==> src/logic/rc_line_pkg.sv <==
/*
  Shared constants for the remote control line manager: the small register
  map, event bit positions, reset values, state codes and timing counts.
  Assumes a single 250 MHz core clock; all counts below are in its cycles.
*/
package rc_line_pkg;

  // Core clock rate.
  localparam int unsigned CLK_MHZ          = 250;

  // Momentary output hold time after the last activating message.
  localparam int unsigned HOLD_TIME_US     = 100;
  localparam int unsigned HOLD_CYCLES      = HOLD_TIME_US * CLK_MHZ;
  // Serial command bit time.
  localparam int unsigned BIT_TIME_US      = 10;
  localparam int unsigned BIT_CYCLES       = BIT_TIME_US * CLK_MHZ;
  // Pairing input held this long restores factory defaults.
  localparam int unsigned FACTORY_TIME_MS  = 1000;
  localparam int unsigned FACTORY_CYCLES   = FACTORY_TIME_MS * 1000 * CLK_MHZ;
  // Activity indicator flash period.
  localparam int unsigned FLASH_TIME_MS    = 250;
  localparam int unsigned FLASH_CYCLES     = FLASH_TIME_MS * 1000 * CLK_MHZ;

  // Register port.
  localparam int unsigned ADDR_W           = 2;
  localparam int unsigned DATA_W           = 8;
  localparam logic [1:0]  REG_STATUS       = 2'h0;
  localparam logic [1:0]  REG_MASK         = 2'h1;
  localparam logic [1:0]  REG_STATE        = 2'h2;
  localparam logic [1:0]  REG_CMD_BYTE     = 2'h3;

  // Event bits of the status and mask registers.
  localparam int unsigned EV_W             = 4;
  localparam int unsigned EV_MSG           = 0;
  localparam int unsigned EV_ACK           = 1;
  localparam int unsigned EV_PAIR          = 2;
  localparam int unsigned EV_CMD           = 3;
  localparam logic [3:0]  STATUS_RST       = 4'h0;
  localparam logic [3:0]  MASK_RST         = 4'h0;

  // Activity indicator flash lengths, in quarters of the period.
  localparam logic [1:0]  FLASH_NONE       = 2'h0;
  localparam logic [1:0]  FLASH_SHORT      = 2'h1;
  localparam logic [1:0]  FLASH_MEDIUM     = 2'h2;
  localparam logic [1:0]  FLASH_LONG       = 2'h3;

  typedef enum logic [4:0] {
    ST_OFF     = 5'h01,
    ST_RX      = 5'h02,
    ST_TX_CTRL = 5'h04,
    ST_TX_ACK  = 5'h08,
    ST_PAIR    = 5'h10
  } line_state_t;

endpackage

==> src/logic/sync_2ff.sv <==
/*
  Two-stage synchroniser for a bundle of level signals.
  Assumes each bit is a slow level; no bit-to-bit coherence is promised.
*/
`timescale 1ns/1ns
module sync_2ff #(
  parameter int unsigned W = 1
) (
  input  wire logic         clk_i,
  input  wire logic         rst_i,
  input  wire logic [W-1:0] d_i,
  output logic      [W-1:0] q_o
);

  typedef struct packed {
    logic [W-1:0] s1;
    logic [W-1:0] s2;
  } sync_st_t;

  sync_st_t q_r;
  sync_st_t q_nxt;

  generate
    if (W < 1) begin : g_bad_w
      $error("sync_2ff needs a width of at least one");
    end
  endgenerate

  always_comb begin
    q_nxt    = q_r;
    q_nxt.s1 = d_i;
    q_nxt.s2 = q_r.s1;
  end

  always_ff @(posedge clk_i or posedge rst_i) begin
    if (rst_i) begin
      q_r <= '0;
    end else begin
      q_r <= q_nxt;
    end
  end

  assign q_o = q_r.s2;

endmodule

==> src/logic/activity_flash.sv <==
/*
  Activity indicator flasher: a free running period counter and an on time
  of zero to three quarters of the period, chosen by the level input.
  Assumes the level input is a registered signal of the same clock.
*/
`timescale 1ns/1ns
module activity_flash #(
  parameter int unsigned PERIOD = rc_line_pkg::FLASH_CYCLES
) (
  input  wire logic       clk_i,
  input  wire logic       rst_i,
  input  wire logic [1:0] level_i,
  output logic            ind_o
);

  localparam int unsigned CW      = $clog2(PERIOD);
  localparam int unsigned QUARTER = PERIOD / 4;

  typedef struct packed {
    logic [CW-1:0] cnt;
    logic          ind;
  } flash_st_t;

  flash_st_t  q_r;
  flash_st_t  q_nxt;
  logic [CW+1:0] on_len;

  generate
    if (PERIOD < 8) begin : g_bad_period
      $error("activity_flash needs a period of at least eight cycles");
    end
  endgenerate

  always_comb begin
    q_nxt   = q_r;
    on_len  = (CW+2)'(QUARTER) * {{CW{1'b0}}, level_i};
    q_nxt.cnt = (q_r.cnt == CW'(PERIOD - 1)) ? '0 : q_r.cnt + 1'b1;
    q_nxt.ind = ({2'b00, q_r.cnt} < on_len);
  end

  always_ff @(posedge clk_i or posedge rst_i) begin
    if (rst_i) begin
      q_r <= '0;
    end else begin
      q_r <= q_nxt;
    end
  end

  assign ind_o = q_r.ind;

endmodule

==> src/logic/remote_control_line_manager.sv <==
/*
  Pin level control of a remote control transceiver: reset and power-down
  handling, latched or momentary control lines, acknowledgements, pairing,
  a serial command line with echo reply, amplifier enables and an activity
  indicator. A small register port gives events, a mask and an interrupt.
  Assumes the radio engine sits on the rx_/tx_/pair_ ports in this clock
  domain, and that pins arrive asynchronously and are synchronised here.
*/
// The placing of the registers and the plain strobed port were chosen for this implementation.
`timescale 1ns/1ns
// Function
// Activity indicator flashes, flash length showing the present state.
// Device stays reset while its reset pin is low.
// Serial commands are taken on the command input line.
// Power-down pin low gives a quiet non-functional low-power state.
// Latch mode: each activating message toggles and holds the line.
// Momentary mode: line active only while activating messages keep coming.
// Acknowledge enable high sends an acknowledgement after each valid message.
// Pairing input high starts pairing; long hold restores factory defaults.
// Replies to serial commands go out on the command output line.
// Receive amplifier enable is high while receiving, else low.
// Transmit amplifier enable is high while transmitting.
// Lower direction pin low makes lines 0 to 3 outputs.
// Upper direction pin low makes lines 4 to 7 outputs.
// Acknowledge received output rises when an answer follows our message.
// All pins pass two-flop synchronisers; pairing acts on its rising edge.
module remote_control_line_manager #(
  parameter int unsigned HOLD_CYCLES    = rc_line_pkg::HOLD_CYCLES,
  parameter int unsigned BIT_CYCLES     = rc_line_pkg::BIT_CYCLES,
  parameter int unsigned FACTORY_CYCLES = rc_line_pkg::FACTORY_CYCLES,
  parameter int unsigned FLASH_PERIOD   = rc_line_pkg::FLASH_CYCLES
) (
  input  wire logic       clk_i,
  input  wire logic       rst_i,
  input  wire logic       reset_n_i,
  input  wire logic       power_down_n_i,
  input  wire logic       cmd_data_i,
  input  wire logic       latch_en_i,
  input  wire logic       ack_en_i,
  input  wire logic       pair_i,
  input  wire logic       lower_group_direction_i,
  input  wire logic       upper_group_direction_i,
  input  wire logic [7:0] control_lines_i,
  output logic      [7:0] control_lines_o,
  output logic      [7:0] control_lines_oe_n_o,
  output logic            activity_indicator_o,
  output logic            cmd_data_o,
  output logic            rx_amp_enable_o,
  output logic            tx_amp_enable_o,
  output logic            ack_received_o,
  input  wire logic       rx_msg_i,
  input  wire logic [7:0] rx_lines_i,
  input  wire logic       rx_ack_i,
  input  wire logic       tx_done_i,
  input  wire logic       pair_done_i,
  output logic            tx_start_o,
  output logic            tx_is_ack_o,
  output logic      [7:0] tx_lines_o,
  output logic            pair_start_o,
  output logic            defaults_o,
  input  wire logic [1:0] reg_addr_i,
  input  wire logic [7:0] reg_wdata_i,
  input  wire logic       reg_wr_i,
  input  wire logic       reg_rd_i,
  output logic      [7:0] reg_rdata_o,
  output logic            irq_o
);

  localparam int unsigned HW = $clog2(HOLD_CYCLES + 1);
  localparam int unsigned BW = $clog2(2 * BIT_CYCLES);
  localparam int unsigned FW = $clog2(FACTORY_CYCLES + 1);

  typedef struct packed {
    rc_line_pkg::line_state_t state;
    logic                     pair_prev;
    logic                     cmd_prev;
    logic [7:0]               out_lines;
    logic [7:0]               oe_n;
    logic [HW-1:0]            hold_cnt;
    logic [7:0]               in_prev;
    logic                     ack_pend;
    logic                     ack_rcv;
    logic                     tx_start;
    logic                     tx_is_ack;
    logic [7:0]               tx_lines;
    logic                     pair_start;
    logic [FW-1:0]            pair_cnt;
    logic                     defaults;
    logic                     rx_amp;
    logic                     tx_amp;
    logic                     rx_busy;
    logic [2:0]               rx_bit;
    logic [BW-1:0]            rx_cnt;
    logic [7:0]               rx_sh;
    logic [7:0]               cmd_byte;
    logic [7:0]               tx_sh;
    logic [3:0]               tx_bits;
    logic [BW-1:0]            tx_cnt;
    logic                     cmd_out;
    logic [3:0]               status;
    logic [3:0]               mask;
    logic [7:0]               rdata;
    logic                     irq;
  } mgr_st_t;

  mgr_st_t    q_r;
  mgr_st_t    q_nxt;
  logic [15:0] pins_s;
  logic        rstn_s;
  logic        pdn_s;
  logic        cmd_s;
  logic        latch_s;
  logic        ack_en_s;
  logic        pair_s;
  logic        lower_s;
  logic        upper_s;
  logic [7:0]  lines_s;
  logic        run;
  logic        pair_rise;
  logic [7:0]  dir_out_mask;
  logic [7:0]  in_now;
  logic [3:0]  ev;
  logic [3:0]  w1c;
  logic [1:0]  flash_level;
  logic        status_has_ack;

  generate
    if (BIT_CYCLES < 4 || HOLD_CYCLES < 2 || FACTORY_CYCLES < 2 || FLASH_PERIOD < 8) begin : g_bad_param
      $error("remote_control_line_manager parameters are too small");
    end
  endgenerate

  sync_2ff #(
    .W (16)
  ) u_pin_sync (
    .clk_i (clk_i),
    .rst_i (rst_i),
    .d_i   ({reset_n_i, power_down_n_i, cmd_data_i, latch_en_i, ack_en_i, pair_i,
             lower_group_direction_i, upper_group_direction_i, control_lines_i}),
    .q_o   (pins_s)
  );

  assign {rstn_s, pdn_s, cmd_s, latch_s, ack_en_s, pair_s, lower_s, upper_s, lines_s} = pins_s;
  assign run          = rstn_s & pdn_s;
  assign pair_rise    = pair_s & ~q_r.pair_prev;
  assign dir_out_mask = {{4{~upper_s}}, {4{~lower_s}}};
  assign in_now       = lines_s & ~dir_out_mask;

  always_comb begin
    q_nxt            = q_r;
    ev               = '0;
    w1c              = '0;
    q_nxt.tx_start   = 1'b0;
    q_nxt.pair_start = 1'b0;
    q_nxt.defaults   = 1'b0;
    q_nxt.pair_prev  = pair_s;
    q_nxt.cmd_prev   = cmd_s;
    q_nxt.oe_n       = ~dir_out_mask;

    // Momentary lines drop once no activating message refreshed them.
    if (q_r.hold_cnt != '0) begin
      q_nxt.hold_cnt = q_r.hold_cnt - 1'b1;
      if (q_r.hold_cnt == HW'(1) && !latch_s) begin
        q_nxt.out_lines = 8'h00;
      end
    end

    case (q_r.state)
      rc_line_pkg::ST_OFF: begin
        if (run) begin
          q_nxt.state = rc_line_pkg::ST_RX;
        end
      end
      rc_line_pkg::ST_RX: begin
        if (pair_rise) begin
          q_nxt.pair_start = 1'b1;
          q_nxt.state      = rc_line_pkg::ST_PAIR;
        end else if (rx_msg_i) begin
          ev[rc_line_pkg::EV_MSG] = 1'b1;
          if (latch_s) begin
            q_nxt.out_lines = q_r.out_lines ^ (rx_lines_i & dir_out_mask);
          end else begin
            q_nxt.out_lines = rx_lines_i & dir_out_mask;
            q_nxt.hold_cnt  = HW'(HOLD_CYCLES);
          end
          if (ack_en_s) begin
            q_nxt.tx_start  = 1'b1;
            q_nxt.tx_is_ack = 1'b1;
            q_nxt.tx_lines  = 8'h00;
            q_nxt.state     = rc_line_pkg::ST_TX_ACK;
          end
        end else if (in_now != q_r.in_prev) begin
          q_nxt.tx_start  = 1'b1;
          q_nxt.tx_is_ack = 1'b0;
          q_nxt.tx_lines  = in_now;
          q_nxt.in_prev   = in_now;
          q_nxt.ack_pend  = 1'b1;
          q_nxt.ack_rcv   = 1'b0;
          q_nxt.state     = rc_line_pkg::ST_TX_CTRL;
        end
      end
      rc_line_pkg::ST_TX_CTRL, rc_line_pkg::ST_TX_ACK: begin
        if (tx_done_i) begin
          q_nxt.state = rc_line_pkg::ST_RX;
        end
      end
      rc_line_pkg::ST_PAIR: begin
        if (pair_done_i) begin
          ev[rc_line_pkg::EV_PAIR] = 1'b1;
          q_nxt.state              = rc_line_pkg::ST_RX;
        end
      end
      default: begin
        q_nxt.state = rc_line_pkg::ST_OFF;
      end
    endcase

    // An answer from the far unit counts only after our own control message.
    if (rx_ack_i && q_r.ack_pend) begin
      q_nxt.ack_rcv            = 1'b1;
      q_nxt.ack_pend           = 1'b0;
      ev[rc_line_pkg::EV_ACK]  = 1'b1;
    end

    // A long hold of the pairing input asks for factory defaults.
    if (!pair_s) begin
      q_nxt.pair_cnt = '0;
    end else if (q_r.pair_cnt != FW'(FACTORY_CYCLES)) begin
      q_nxt.pair_cnt = q_r.pair_cnt + 1'b1;
      q_nxt.defaults = (q_r.pair_cnt == FW'(FACTORY_CYCLES - 1));
    end

    // Serial command receiver: idle low, a high start bit, eight bits LSB first.
    // A start is a rising edge, so the tail of a high last data bit is not taken as a new start.
    if (!q_r.rx_busy) begin
      if (cmd_s && !q_r.cmd_prev) begin
        q_nxt.rx_busy = 1'b1;
        q_nxt.rx_bit  = 3'h0;
        q_nxt.rx_cnt  = BW'(BIT_CYCLES + BIT_CYCLES / 2 - 1);
      end
    end else if (q_r.rx_cnt == '0) begin
      q_nxt.rx_sh  = {cmd_s, q_r.rx_sh[7:1]};
      q_nxt.rx_cnt = BW'(BIT_CYCLES - 1);
      q_nxt.rx_bit = q_r.rx_bit + 1'b1;
      if (q_r.rx_bit == 3'h7) begin
        q_nxt.rx_busy           = 1'b0;
        q_nxt.cmd_byte          = {cmd_s, q_r.rx_sh[7:1]};
        ev[rc_line_pkg::EV_CMD] = 1'b1;
      end
    end else begin
      q_nxt.rx_cnt = q_r.rx_cnt - 1'b1;
    end

    // Reply transmitter echoes each received byte that completes while it is idle, in the same framing.
    if (ev[rc_line_pkg::EV_CMD] && q_r.tx_bits == 4'h0) begin
      q_nxt.tx_sh   = q_nxt.cmd_byte;
      q_nxt.tx_bits = 4'h9;
      q_nxt.tx_cnt  = BW'(BIT_CYCLES - 1);
      q_nxt.cmd_out = 1'b1;
    end else if (q_r.tx_bits != 4'h0) begin
      if (q_r.tx_cnt == '0) begin
        q_nxt.cmd_out = (q_r.tx_bits > 4'h1) ? q_r.tx_sh[0] : 1'b0;
        q_nxt.tx_sh   = {1'b0, q_r.tx_sh[7:1]};
        q_nxt.tx_bits = q_r.tx_bits - 1'b1;
        q_nxt.tx_cnt  = BW'(BIT_CYCLES - 1);
      end else begin
        q_nxt.tx_cnt = q_r.tx_cnt - 1'b1;
      end
    end

    // Reset pin or power-down pin low forces the quiet state.
    if (!run) begin
      q_nxt.state      = rc_line_pkg::ST_OFF;
      q_nxt.out_lines  = 8'h00;
      q_nxt.oe_n       = 8'hFF;
      q_nxt.hold_cnt   = '0;
      q_nxt.in_prev    = 8'h00;
      q_nxt.ack_pend   = 1'b0;
      q_nxt.ack_rcv    = 1'b0;
      q_nxt.tx_start   = 1'b0;
      q_nxt.tx_is_ack  = 1'b0;
      q_nxt.pair_start = 1'b0;
      q_nxt.pair_cnt   = '0;
      q_nxt.defaults   = 1'b0;
      q_nxt.rx_busy    = 1'b0;
      q_nxt.tx_bits    = 4'h0;
      q_nxt.cmd_out    = 1'b0;
      ev               = '0;
    end

    q_nxt.rx_amp = (q_nxt.state == rc_line_pkg::ST_RX);
    q_nxt.tx_amp = (q_nxt.state == rc_line_pkg::ST_TX_CTRL) ||
                   (q_nxt.state == rc_line_pkg::ST_TX_ACK);

    // Register port; a new event wins over a clear in the same cycle.
    if (reg_wr_i && reg_addr_i == rc_line_pkg::REG_STATUS) begin
      w1c = reg_wdata_i[3:0];
    end
    if (reg_wr_i && reg_addr_i == rc_line_pkg::REG_MASK) begin
      q_nxt.mask = reg_wdata_i[3:0];
    end
    q_nxt.status = (q_r.status & ~w1c) | ev;
    q_nxt.irq    = |(q_nxt.status & q_nxt.mask);
    q_nxt.rdata  = 8'h00;
    if (reg_rd_i) begin
      case (reg_addr_i)
        rc_line_pkg::REG_STATUS:   q_nxt.rdata = {4'h0, q_r.status};
        rc_line_pkg::REG_MASK:     q_nxt.rdata = {4'h0, q_r.mask};
        rc_line_pkg::REG_STATE:    q_nxt.rdata = {3'h0, q_r.state};
        rc_line_pkg::REG_CMD_BYTE: q_nxt.rdata = q_r.cmd_byte;
        default:                   q_nxt.rdata = 8'h00;
      endcase
    end
  end

  always_ff @(posedge clk_i or posedge rst_i) begin
    if (rst_i) begin
      q_r        <= '0;
      q_r.state  <= rc_line_pkg::ST_OFF;
      q_r.oe_n   <= 8'hFF;
      q_r.status <= rc_line_pkg::STATUS_RST;
      q_r.mask   <= rc_line_pkg::MASK_RST;
    end else begin
      q_r <= q_nxt;
    end
  end

  always_comb begin
    case (q_r.state)
      rc_line_pkg::ST_RX:      flash_level = rc_line_pkg::FLASH_SHORT;
      rc_line_pkg::ST_TX_CTRL: flash_level = rc_line_pkg::FLASH_MEDIUM;
      rc_line_pkg::ST_TX_ACK:  flash_level = rc_line_pkg::FLASH_MEDIUM;
      rc_line_pkg::ST_PAIR:    flash_level = rc_line_pkg::FLASH_LONG;
      default:                 flash_level = rc_line_pkg::FLASH_NONE;
    endcase
  end

  activity_flash #(
    .PERIOD (FLASH_PERIOD)
  ) u_flash (
    .clk_i   (clk_i),
    .rst_i   (rst_i),
    .level_i (flash_level),
    .ind_o   (activity_indicator_o)
  );

  assign control_lines_o      = q_r.out_lines;
  assign control_lines_oe_n_o = q_r.oe_n;
  assign cmd_data_o           = q_r.cmd_out;
  assign rx_amp_enable_o      = q_r.rx_amp;
  assign tx_amp_enable_o      = q_r.tx_amp;
  assign ack_received_o       = q_r.ack_rcv;
  assign tx_start_o           = q_r.tx_start;
  assign tx_is_ack_o          = q_r.tx_is_ack;
  assign tx_lines_o           = q_r.tx_lines;
  assign pair_start_o         = q_r.pair_start;
  assign defaults_o           = q_r.defaults;
  assign reg_rdata_o          = q_r.rdata;
  assign irq_o                = q_r.irq;

  assign status_has_ack = q_r.status[rc_line_pkg::EV_ACK];
endmodule

==> config.mk <==
export PLATFORM = sky130hd
export DESIGN_NAME = remote_control_line_manager
export DESIGN_NICKNAME = d
export VERILOG_FILES = /design/src/logic/rc_line_pkg.sv /design/src/logic/sync_2ff.sv /design/src/logic/activity_flash.sv /design/src/logic/remote_control_line_manager.sv
export SDC_FILE = /design/constraint.sdc
export NUM_CORES = 1
export LEC_CHECK = 0
export BUFFER_PORTS_ARGS = -buffer_cell sky130_fd_sc_hd__clkbuf_2
export CORE_ASPECT_RATIO = 0.8
export CORE_MARGIN = 2
export CORE_UTILIZATION = 45
export DETAILED_ROUTE_END_ITERATION = 16
export SETUP_SLACK_MARGIN = 0.5
export SYNTH_ARGS = -nofsm -noshare
export SYNTH_HDL_FRONTEND = slang
export SYNTH_SLANG_ARGS = --single-unit
export TNS_END_PERCENT = 100
==> constraint.sdc <==
create_clock -name clk_i -period 7.3 [get_ports clk_i]
set_input_delay 0.73 -clock clk_i [delete_from_list [all_inputs] [get_ports clk_i]]
set_output_delay 0.73 -clock clk_i [all_outputs]
set_load 0.1 [all_outputs]
==> results of run 1 <==
==> worst paths after layout <==
check                                              start                       endpoint  slack, ns  cells after the start
setup / recovery                      q_r[163]$_DFF_PP0_        u_flash.ind_o$_DFF_PP0_       4.22                     13
hold / removal                        control_lines_i[5]  u_pin_sync.q_nxt[5]$_DFF_PP0_       0.32                      1
setup reg to reg                      q_r[163]$_DFF_PP0_        u_flash.ind_o$_DFF_PP0_       4.22                     13
hold reg to reg            u_pin_sync.q_nxt[3]$_DFF_PP0_    u_pin_sync.q_o[3]$_DFF_PP0_       0.35                      0
max in group asynchronous                          rst_i    u_pin_sync.q_o[7]$_DFF_PP0_       5.31                      3
min in group asynchronous                          rst_i            q_r[88]$_DFFE_PP0P_       0.43                      2
==> stage by stage <==
stage,power (mW),hold slack [ns]
CTS,3.197,0.2991
detailed placement,1.909,0.3347
floorplan,1.809,0.3312
global placement,1.905,0.3318
finish,3.162,0.3187
global route,3.325,0.3020
==> power breakdown <==
group	switching [mW]	total, mW	leakage (nW)	internal (mW)
registers	0.0564	1.33	2.89	1.27
clock network	0.491	1.28	0.405	0.785
logic	0.360	0.559	2.21	0.199
total	0.907	3.16	5.51	2.25
==> flip-flops by register name, summed over array words and instances (netlist names), 2 cells and up <==
register,cells
u_pin_sync.q_nxt,16
tx_lines_o,8
u_flash.q_r,26
control_lines_o,8
u_pin_sync.q_o,16
q_r,124
control_lines_oe_n_o,2
reg_rdata_o,8
==> layer usage <==
layer	share of wire [%]	vias up	track usage [%]
li1	-	3747	-
met1	52	3713	29.14
met2	42	136	26.00
met3	4.5	22	2.438
met4	1.4	0	3.741
met5	0	-	0
==> area by class of cell <==
class | instances | area share (%)
clock buffers | 35 | 5.982
inverters | 28 | 0.9446
well taps | 312 | 3.275
clock inverters | 9 | 1.102
repair buffers | 83 | 3.568
flip-flops and latches | 218 | 45.79
multi-input cells | 738 | 39.34
==> layout by cell type (no fill, tap or decap), types with 10 or more instances in the layout <==
cell type / count
a21oi_1: 62
a31oi_1: 10
and2_1: 17
and3_1: 20
clkbuf_16: 25
clkbuf_2: 79
dfrtp_1: 215
ha_1: 34
inv_1: 27
mux2_2: 24
nand2_1: 101
nand2b_1: 21
nand3_1: 39
nand4_1: 20
nor2_1: 110
nor3_1: 24
nor4_1: 11
o21ai_0: 37
o21ai_1: 12
o22ai_1: 16
or3_1: 13
xnor2_1: 28
xor2_1: 35
==> critical path: stages (launching register included) <==
cell      delay, ns
dfrtp_1        0.54
xor2_1         0.23
o21a_1         0.20
nand2_1        0.19
inv_1          0.12
ha_1           0.25
inv_1          0.17
ha_1           0.28
a31o_2         0.23
a21o_1         0.17
a21oi_1        0.16
nor4_1         0.07
a311oi_1       0.22
o21a_1         0.17
==> kinds of logic (layout without fill, tap and decap cells) <==
| kind of cell | after synthesis | in the layout | share of synthesized area, % |
|---|---|---|---|
| muxes | 31 | 31 | 3.676 |
| buffers and inverters | 91 | 155 | 4.513 |
| xor gates and xnor gates | 63 | 63 | 5.196 |
| DFF | 218 | 218 | 51.41 |
| AOI/OAI and AO/OA | 191 | 191 | 11.36 |
| and+or+nand+nor | 419 | 419 | 19.84 |
| adders and majority gates | 34 | 34 | 4.006 |
==> results.sh, run 1 <==
export IMPL_clk_pin_slew_ns=0.06
export IMPL_grt_max_degree=149
export IMPL_synth_top_area_cell="dfrtp_1"
export IMPL_grt_pass1_vias=7064
export IMPL_num_nets_final=1169
export IMPL_hp_class="in -> reg"
export IMPL_synth_most_common_cell="dfrtp_1"
export IMPL_fin_crit_ns=3.079
export IMPL_ctsRootBufferMaster="clkbuf_16"
export IMPL_synth_common_cells="dfrtp_1, nor2_1, nand2_1"
export IMPL_clkSinkCount=218
export IMPL_start_util_pct=45.63
export IMPL_dieWidth_um=175.7
export IMPL_ys_top_cells_by_area="dfrtp_1, ha_1, nor2_1"
export IMPL_multiInputGateArea_mm2=0.004690
export IMPL_place_area_mm2=0.01108
export IMPL_fmax_ghz=0.3248
export IMPL_die_area_mm2=0.02485
export IMPL_finalHoldViolations=0
export IMPL_rsz0062_at_grt="no"
export IMPL_insertion_delay_ns=0.52
export IMPL_synth_seq_cells=218
export IMPL_track_usage_pct=18.14
export IMPL_max_slew_worst_pin_slew_ns=1.040
export IMPL_max_slew_margin_rel_pct=30.64
export IMPL_gp_congestion=0.8180
export IMPL_h_tree_depth=1
export IMPL_setup_tns_ns=0
export IMPL_drt_wirelength_per_cell_um=15.60
export IMPL_regArea_mm2=0.005459
export IMPL_first_pass_iters=4
export IMPL_required_ns=7.74
export IMPL_ys_flop_type="dfrtp_1"
export IMPL_slew_violations=0
export IMPL_grt_overflow_total=0
export IMPL_clockBufferDepth=3
export IMPL_ant_nets=0
export IMPL_yosys_area_top_type_share_pct=50.67
export IMPL_netlist_cell_type_count=72
export IMPL_syn_nets=1123
export IMPL_wl_um=22200
export IMPL_hpwl_um=14790
export IMPL_core_area_mm2=0.02327
export IMPL_powerDensity_mw_per_mm2=265.2
export IMPL_insertedDiodeCount=0
export IMPL_drcViolationCount=0
export IMPL_n_fill_cell=2151
export IMPL_antenna_found_initial=0
export IMPL_synth_edf_count=0
export IMPL_io_buffers=79
export IMPL_fin_cells=1423
export IMPL_crit_type="reg -> reg"
export IMPL_outcome="finished clean"
export IMPL_ctsHoldBuffers=0
export IMPL_finalSetupViolCount=0
export IMPL_maxCapViolCount=0
export IMPL_dp_cells=1379
export IMPL_power_leakage_nw=5.507
export IMPL_die_h_um=141.4
export IMPL_synth_warning_count=0
export IMPL_cts_resized=0
export IMPL_worstSetupStartpointType="register"
export IMPL_ir_drop_mv=0.1518
export IMPL_pre_cts_slack_ns=4.261
export IMPL_final_core_util_pct=51.23
export IMPL_drive_gt1_share_pct=15.30
export IMPL_async_flop_share_pct=100.0
export IMPL_ys_seq_area_share_pct=51.41
export IMPL_syn_inst=1047
export IMPL_drt_initial_drc_count=571
export IMPL_period_share_pct=42.18
export IMPL_post_cts_buffers=0
export IMPL_viasPerCell=5.353
export IMPL_final_area_mm2=0.01192
export IMPL_io_pins=84
export IMPL_syn_area_mm2=0.01062
export IMPL_cts_buffers=24
export IMPL_synthToLayoutAreaGrowth_pct=12.27
export IMPL_cts_tree="yes"
export IMPL_grt_pass1_wl_um=37170
export IMPL_postLayoutSetupSlackWorst_ns=4.221
export IMPL_end_kind="register"
export IMPL_dr_total_vias=7618
export IMPL_critPathMaxFanout=13
export IMPL_clock_skew_ns=0.01650
export IMPL_worstPathArrival_ns=3.52
export IMPL_rows=50
export IMPL_avgSynthCellArea_um2=10.14
(Power assumes the default switching activity.)
==> run 2: changes to the inputs <==
PLACE_DENSITY = 0.65   (was default)
clock period = 2.7 ns   (was 7.3 ns; I/O delays follow)
==> run 2 against run 1 <==
  * Via count increased by 6.5%
  * Final cell count increased by 6.3%
  * Worst setup slack got worse by 4.1 ns
  * Non-clock buffer count increased by 93
  * Critical path type unchanged
  * Core utilization increased by 4.9 points
  * Combinational power increased to 3.2 times the previous value
  * Design area increased by 9.7%
==> results.sh, run 2 (synthesis gave the netlist of run 1 again) <==
export IMPL_outcome="finished clean"
export IMPL_gp_congestion=0.8638
export IMPL_clkSinkCount=218
export IMPL_num_nets_final=1262
export IMPL_p_clk_share_pct=36.8
export IMPL_crit_type="reg -> reg"
export IMPL_drt_initial_drc_count=540
export IMPL_first_pass_iters=4
export IMPL_period_share_pct=94.09
export IMPL_viasPerCell=5.361
export IMPL_slew_violations=0
export IMPL_hp_class="in -> reg"
export IMPL_cts_buffers=23
export IMPL_end_kind="register"
export IMPL_power_leakage_nw=6.010
export IMPL_final_area_mm2=0.01307
export IMPL_die_h_um=141.4
export IMPL_max_slew_worst_pin_slew_ns=0.9497
export IMPL_fin_cells=1513
export IMPL_io_pins=84
export IMPL_ctsRootBufferMaster="clkbuf_16"
export IMPL_regMostFlops="q_r"
export IMPL_fin_crit_ns=2.541
export IMPL_powerDensity_mw_per_mm2=654.3
export IMPL_largest_register_ffs=124
export IMPL_track_usage_pct=19.38
export IMPL_comb_power_share_pct=21.0
export IMPL_io_buffers=79
export IMPL_insertion_delay_ns=0.51
export IMPL_rsz0062_at_grt="yes"
export IMPL_p_seq_share_pct=42.2
export IMPL_rows=50
export IMPL_place_area_mm2=0.01146
export IMPL_grt_overflow_total=0
export IMPL_dieWidth_um=175.7
export IMPL_clockBufferDepth=3
export IMPL_critPathMaxFanout=6
export IMPL_synthToLayoutAreaGrowth_pct=23.11
export IMPL_worstPathArrival_ns=2.98
export IMPL_wl_um=23920
export IMPL_top_regs="q_r x124, u_flash.q_r x26"
export IMPL_final_cell_mix="dfrtp_1, nor2_1, nand2_1"
export IMPL_n_fill_cell=2024
export IMPL_drcViolationCount=0
export IMPL_die_area_mm2=0.02485
export IMPL_grt_pass1_vias=7799
export IMPL_finalHoldViolations=0
export IMPL_maxCapViolCount=0
export IMPL_worstSetupStartpointType="register"
export IMPL_clock_skew_ns=0.01401
export IMPL_ant_nets=0
export IMPL_swShare_pct=29.55
export IMPL_dp_cells=1414
export IMPL_start_util_pct=45.63
export IMPL_h_tree_depth=1
export IMPL_drt_wirelength_per_cell_um=15.81
export IMPL_hpwl_um=16250
export IMPL_required_ns=3.14
export IMPL_grt_max_degree=38
export IMPL_finalSetupViolCount=0
export IMPL_p_int_mw=6.026
export IMPL_antenna_found_initial=0
export IMPL_ir_drop_mv=0.5153
export IMPL_cts_tree="yes"
export IMPL_dr_total_vias=8111
export IMPL_fmax_ghz=0.3936
export IMPL_clk_pin_slew_ns=0.06
export IMPL_setup_tns_ns=0
export IMPL_layout_commonest_cell="dfrtp_1"
export IMPL_worst_hold_slack_ns=0.05030
export IMPL_switching_power_mw=2.527
export IMPL_core_area_mm2=0.02327
export IMPL_total_power_mw=8.553
export IMPL_drive_gt1_share_pct=25.65
export IMPL_insertedDiodeCount=0
export IMPL_max_slew_margin_rel_pct=36.55
export IMPL_grt_pass1_wl_um=39410
run 2: worst paths after layout:
| kind | from | endpoint | slack, ns | depth (start not counted) |
|---|---|---|---|---|
| max | q_r[165]$_DFF_PP0_ | u_flash.ind_o$_DFF_PP0_ | 0.16 | 13 |
| min | reg_wdata_i[2] | q_r[11]$_DFF_PP0_ | 0.05 | 2 |
| max reg2reg | q_r[165]$_DFF_PP0_ | u_flash.ind_o$_DFF_PP0_ | 0.16 | 13 |
| min reg2reg | u_pin_sync.q_nxt[12]$_DFF_PP0_ | u_pin_sync.q_o[12]$_DFF_PP0_ | 0.35 | 0 |
| max in group asynchronous | rst_i | q_r[161]$_DFF_PP1_ | 1.42 | 4 |
| min in group asynchronous | rst_i | u_pin_sync.q_nxt[13]$_DFF_PP0_ | 0.52 | 3 |
run 2: per-layer routing:
| layer | global-route usage [%] | share of wire (%) |
|---|---|---|
| met5 | 0 | 0 |
| met3 | 2.492 | 4.5 |
| met4 | 4.393 | 1.8 |
| met2 | 30.50 | 44 |
| met1 | 28.76 | 49 |
run 2: cell type report:
| class | count | area [um2] | share of cell area (%) |
|---|---|---|---|
| Clock inverter | 9 | 108.9 | 0.8327 |
| Clock buffer | 31 | 645.6 | 4.939 |
| Timing Repair Buffer | 176 | 1294 | 9.897 |
| Tap cell | 312 | 390.4 | 2.986 |
| Multi-Input combinational cell | 739 | 5047 | 38.61 |
| Inverter | 28 | 121.4 | 0.9284 |
| Sequential cell | 218 | 5465 | 41.81 |
run 2: repair_timing:
action / 4_1_cts / 5_1_grt
gates cloned: 2 / 0
hold buffers: 17 / 0
endpoints found under the hold margin: 37 / 0
pin swaps: 18 / 18
setup buffers: 24 / 16
setup endpoints to repair: 47 / 61
resized for setup: 44 / 37
run 2: worst max-delay path: stages (launching register included):
cell and delay (ns):
dfrtp_2 0.44, xor2_1 0.17, o21a_1 0.21, nand2_4 0.11, inv_4 0.06, ha_4 0.18, inv_8 0.07, ha_4 0.19
a31o_2 0.22, a21o_1 0.18, a21oi_2 0.16, nor4_2 0.07, a311oi_1 0.25, o21a_1 0.16
run 2: power groups by stage:
stage	clock, mW	sequential (mW)	combinational [mW]
5_1_grt	3.37	3.63	1.96
2_1_floorplan	0	3.64	1.26
3_3_place_gp	0	3.64	1.54
3_5_place_dp	0	3.64	1.55
6_report	3.15	3.61	1.80
4_1_cts	3.23	3.59	1.67
run 2: metrics by stage:
step	util (%)	setup slack, ns
finish	56.17	0.1595
global route	56.17	0.05960
CTS	55.08	0.2508
detailed placement	49.26	0.1125
global placement	49.26	0.1857
floorplan	-	-0.4077
==> run 3: changes to the inputs <==
SETUP_SLACK_MARGIN = default   (was 0.5)
==> run 3 against run 2 <==
  * Worst setup slack got worse by 0.11 ns
  * Highest routed layer unchanged
  * Sequential share of layout area rose by 2.2 points
  * Largest power group unchanged
  * Design area down 5.2%
  * Non-clock buffer count decreased by 41
  * Global-route usage decreased by 0.74 points
  * Via count decreased by 3.0%
  * First-iteration DRC count grew 12%
  * Clock-buffer cell count up 1
==> results.sh, run 3 (synthesis gave the netlist of run 1 again) <==
export IMPL_largest_register_ffs=124
export IMPL_start_util_pct=45.63
export IMPL_hpwl_um=15920
export IMPL_drt_initial_drc_count=607
export IMPL_slew_violations=0
export IMPL_io_buffers=79
export IMPL_r2r_setup_slack_ns=0.05
export IMPL_fmax_ghz=0.3772
export IMPL_top_regs="q_r x124, u_flash.q_r x26"
export IMPL_fin_crit_ns=2.651
export IMPL_reg2regPathDepth=13
export IMPL_rsz0062_at_grt="yes"
export IMPL_total_power_mw=8.576
export IMPL_grt_pass1_vias=7463
export IMPL_die_area_mm2=0.02485
export IMPL_crit_chain="xor2_1 > o21a_1 > nand2_2 > inv_1 > buf_4 > ha_1 > inv_1 > ha_1 > nand4_1 > nor4_2 > a221o_1 > a311oi_2 > o21a_1"
export IMPL_h_tree_depth=1
export IMPL_antenna_found_initial=1
export IMPL_holdPathEnd="q_r[11]$_DFF_PP0_"
export IMPL_worstPathArrival_ns=3.10
export IMPL_hold_path_cell_count=2
export IMPL_gp_congestion=0.8510
export IMPL_io_pins=84
export IMPL_powerDensity_mw_per_mm2=691.8
export IMPL_synthToLayoutAreaGrowth_pct=16.74
export IMPL_clockBufferDepth=3
export IMPL_clkSinkCount=218
export IMPL_wl_um=22660
export IMPL_cts_tree="yes"
export IMPL_rows=50
export IMPL_r2r_start="q_r[165]$_DFF_PP0_"
export IMPL_worstSetupStartpointType="register"
export IMPL_clock_skew_ns=0.02495
export IMPL_track_usage_pct=18.64
export IMPL_drt_wirelength_per_cell_um=15.33
export IMPL_ctsRootBufferMaster="clkbuf_16"
export IMPL_first_pass_iters=5
export IMPL_clk_pin_slew_ns=0.06
export IMPL_required_ns=3.15
export IMPL_dr_total_vias=7871
export IMPL_pre_cts_slack_ns=-0.005402
export IMPL_insertion_delay_ns=0.52
export IMPL_critPathMaxFanout=4
export IMPL_regMostFlops="q_r"
export IMPL_cpPeakStageDelay_ns=0.42
export IMPL_end_kind="register"
export IMPL_max_slew_margin_rel_pct=58.47
export IMPL_cts_buffers=25
export IMPL_max_slew_worst_pin_slew_ns=0.6216
export IMPL_cp_top_family="compound AO/OA/AOI/OAI gates"
export IMPL_grt_overflow_total=0
export IMPL_crit_type="reg -> reg"
export IMPL_layout_commonest_cell="dfrtp_1"
export IMPL_power_leakage_nw=5.742
export IMPL_n_fill_cell=2110
export IMPL_maxCapViolCount=0
export IMPL_critical_path_slowest_cell="dfrtp_1"
export IMPL_grt_pass1_wl_um=38270
export IMPL_ant_nets=0
export IMPL_hp_class="in -> reg"
export IMPL_core_area_mm2=0.02327
export IMPL_postLayoutSetupSlackWorst_ns=0.04874
export IMPL_outcome="finished clean"
export IMPL_finalSetupViolCount=0
export IMPL_grt_max_degree=81
export IMPL_final_core_util_pct=53.27
export IMPL_worst_hold_slack_ns=0.02579
export IMPL_reg2reg_to="u_flash.ind_o$_DFF_PP0_"
export IMPL_drive_gt1_share_pct=18.54
export IMPL_viasPerCell=5.325
export IMPL_fin_cells=1478
export IMPL_path_buf_inv=3
export IMPL_period_share_pct=98.19
export IMPL_num_nets_final=1222
export IMPL_ir_drop_mv=0.4498
export IMPL_dieWidth_um=175.7
export IMPL_dp_cells=1410
export IMPL_finalHoldViolations=0
export IMPL_die_h_um=141.4
export IMPL_min_delay_start="reg_wdata_i[2]"
export IMPL_drcViolationCount=0
export IMPL_final_cell_mix="dfrtp_1, nor2_1, nand2_1"
## run 3: area by class of cell
cell class,count,area (um2),area share (%)
diodes,1,2.502,0.02019
clock buffers,32,691.9,5.581
clock inverters,14,142.6,1.151
inverters,28,108.9,0.8781
multi-input cells,738,4706,37.96
flip-flops and latches,218,5459,44.04
well taps,312,390.4,3.149
repair buffers,135,895.9,7.226
## run 3: how the worst max path moves through the flow
stage | depth (start not counted) | slack [ns] | endpoint | startpoint
6_report | 13 | 0.05 | u_flash.ind_o$_DFF_PP0_ | q_r[165]$_DFF_PP0_
5_1_grt | 13 | -0.07 | u_flash.ind_o$_DFF_PP0_ | q_r[163]$_DFF_PP0_
4_1_cts | 13 | 0.02 | u_flash.ind_o$_DFF_PP0_ | q_r[165]$_DFF_PP0_
3_5_place_dp | 13 | -0.005 | u_flash.ind_o$_DFF_PP0_ | q_r[165]$_DFF_PP0_
3_3_place_gp | 13 | 0.03 | u_flash.ind_o$_DFF_PP0_ | q_r[163]$_DFF_PP0_
2_1_floorplan | 1 | -0.41 | ack_received_o$_DFFE_PP0P_ | rst_i
## run 3: metal layers
metal	track usage, %	vias to the layer above	part of all wire, %
met4	4.176	0	1.3
met1	29.13	3808	51
met5	0	-	0
met3	2.465	23	4.1
met2	27.56	173	43
li1	-	3867	-
## run 3: repair_timing
action / CTS / global route
endpoints found under the setup margin: 1 / 4
gates resized for setup: 1 / 6
setup buffers: 0 / 4
hold buffers: 17 / 0
pin swaps: 0 / 2
hold endpoints to repair: 38 / 0
## run 3: through the flow
step / area, um2 / TNS [ns]
detailed placement: 11340 / -0.005402
finish: 12400 / 0
floorplan: 10630 / -87.65
CTS: 12340 / 0
global placement: 11340 / 0
global route: 12400 / -0.06602
## run 3: where the power goes
part           internal [mW]  switching (mW)  total, mW
logic                  0.595            1.03       1.63
registers               3.44           0.146       3.58
clock network           2.02            1.35       3.37
total                   6.05            2.53       8.58
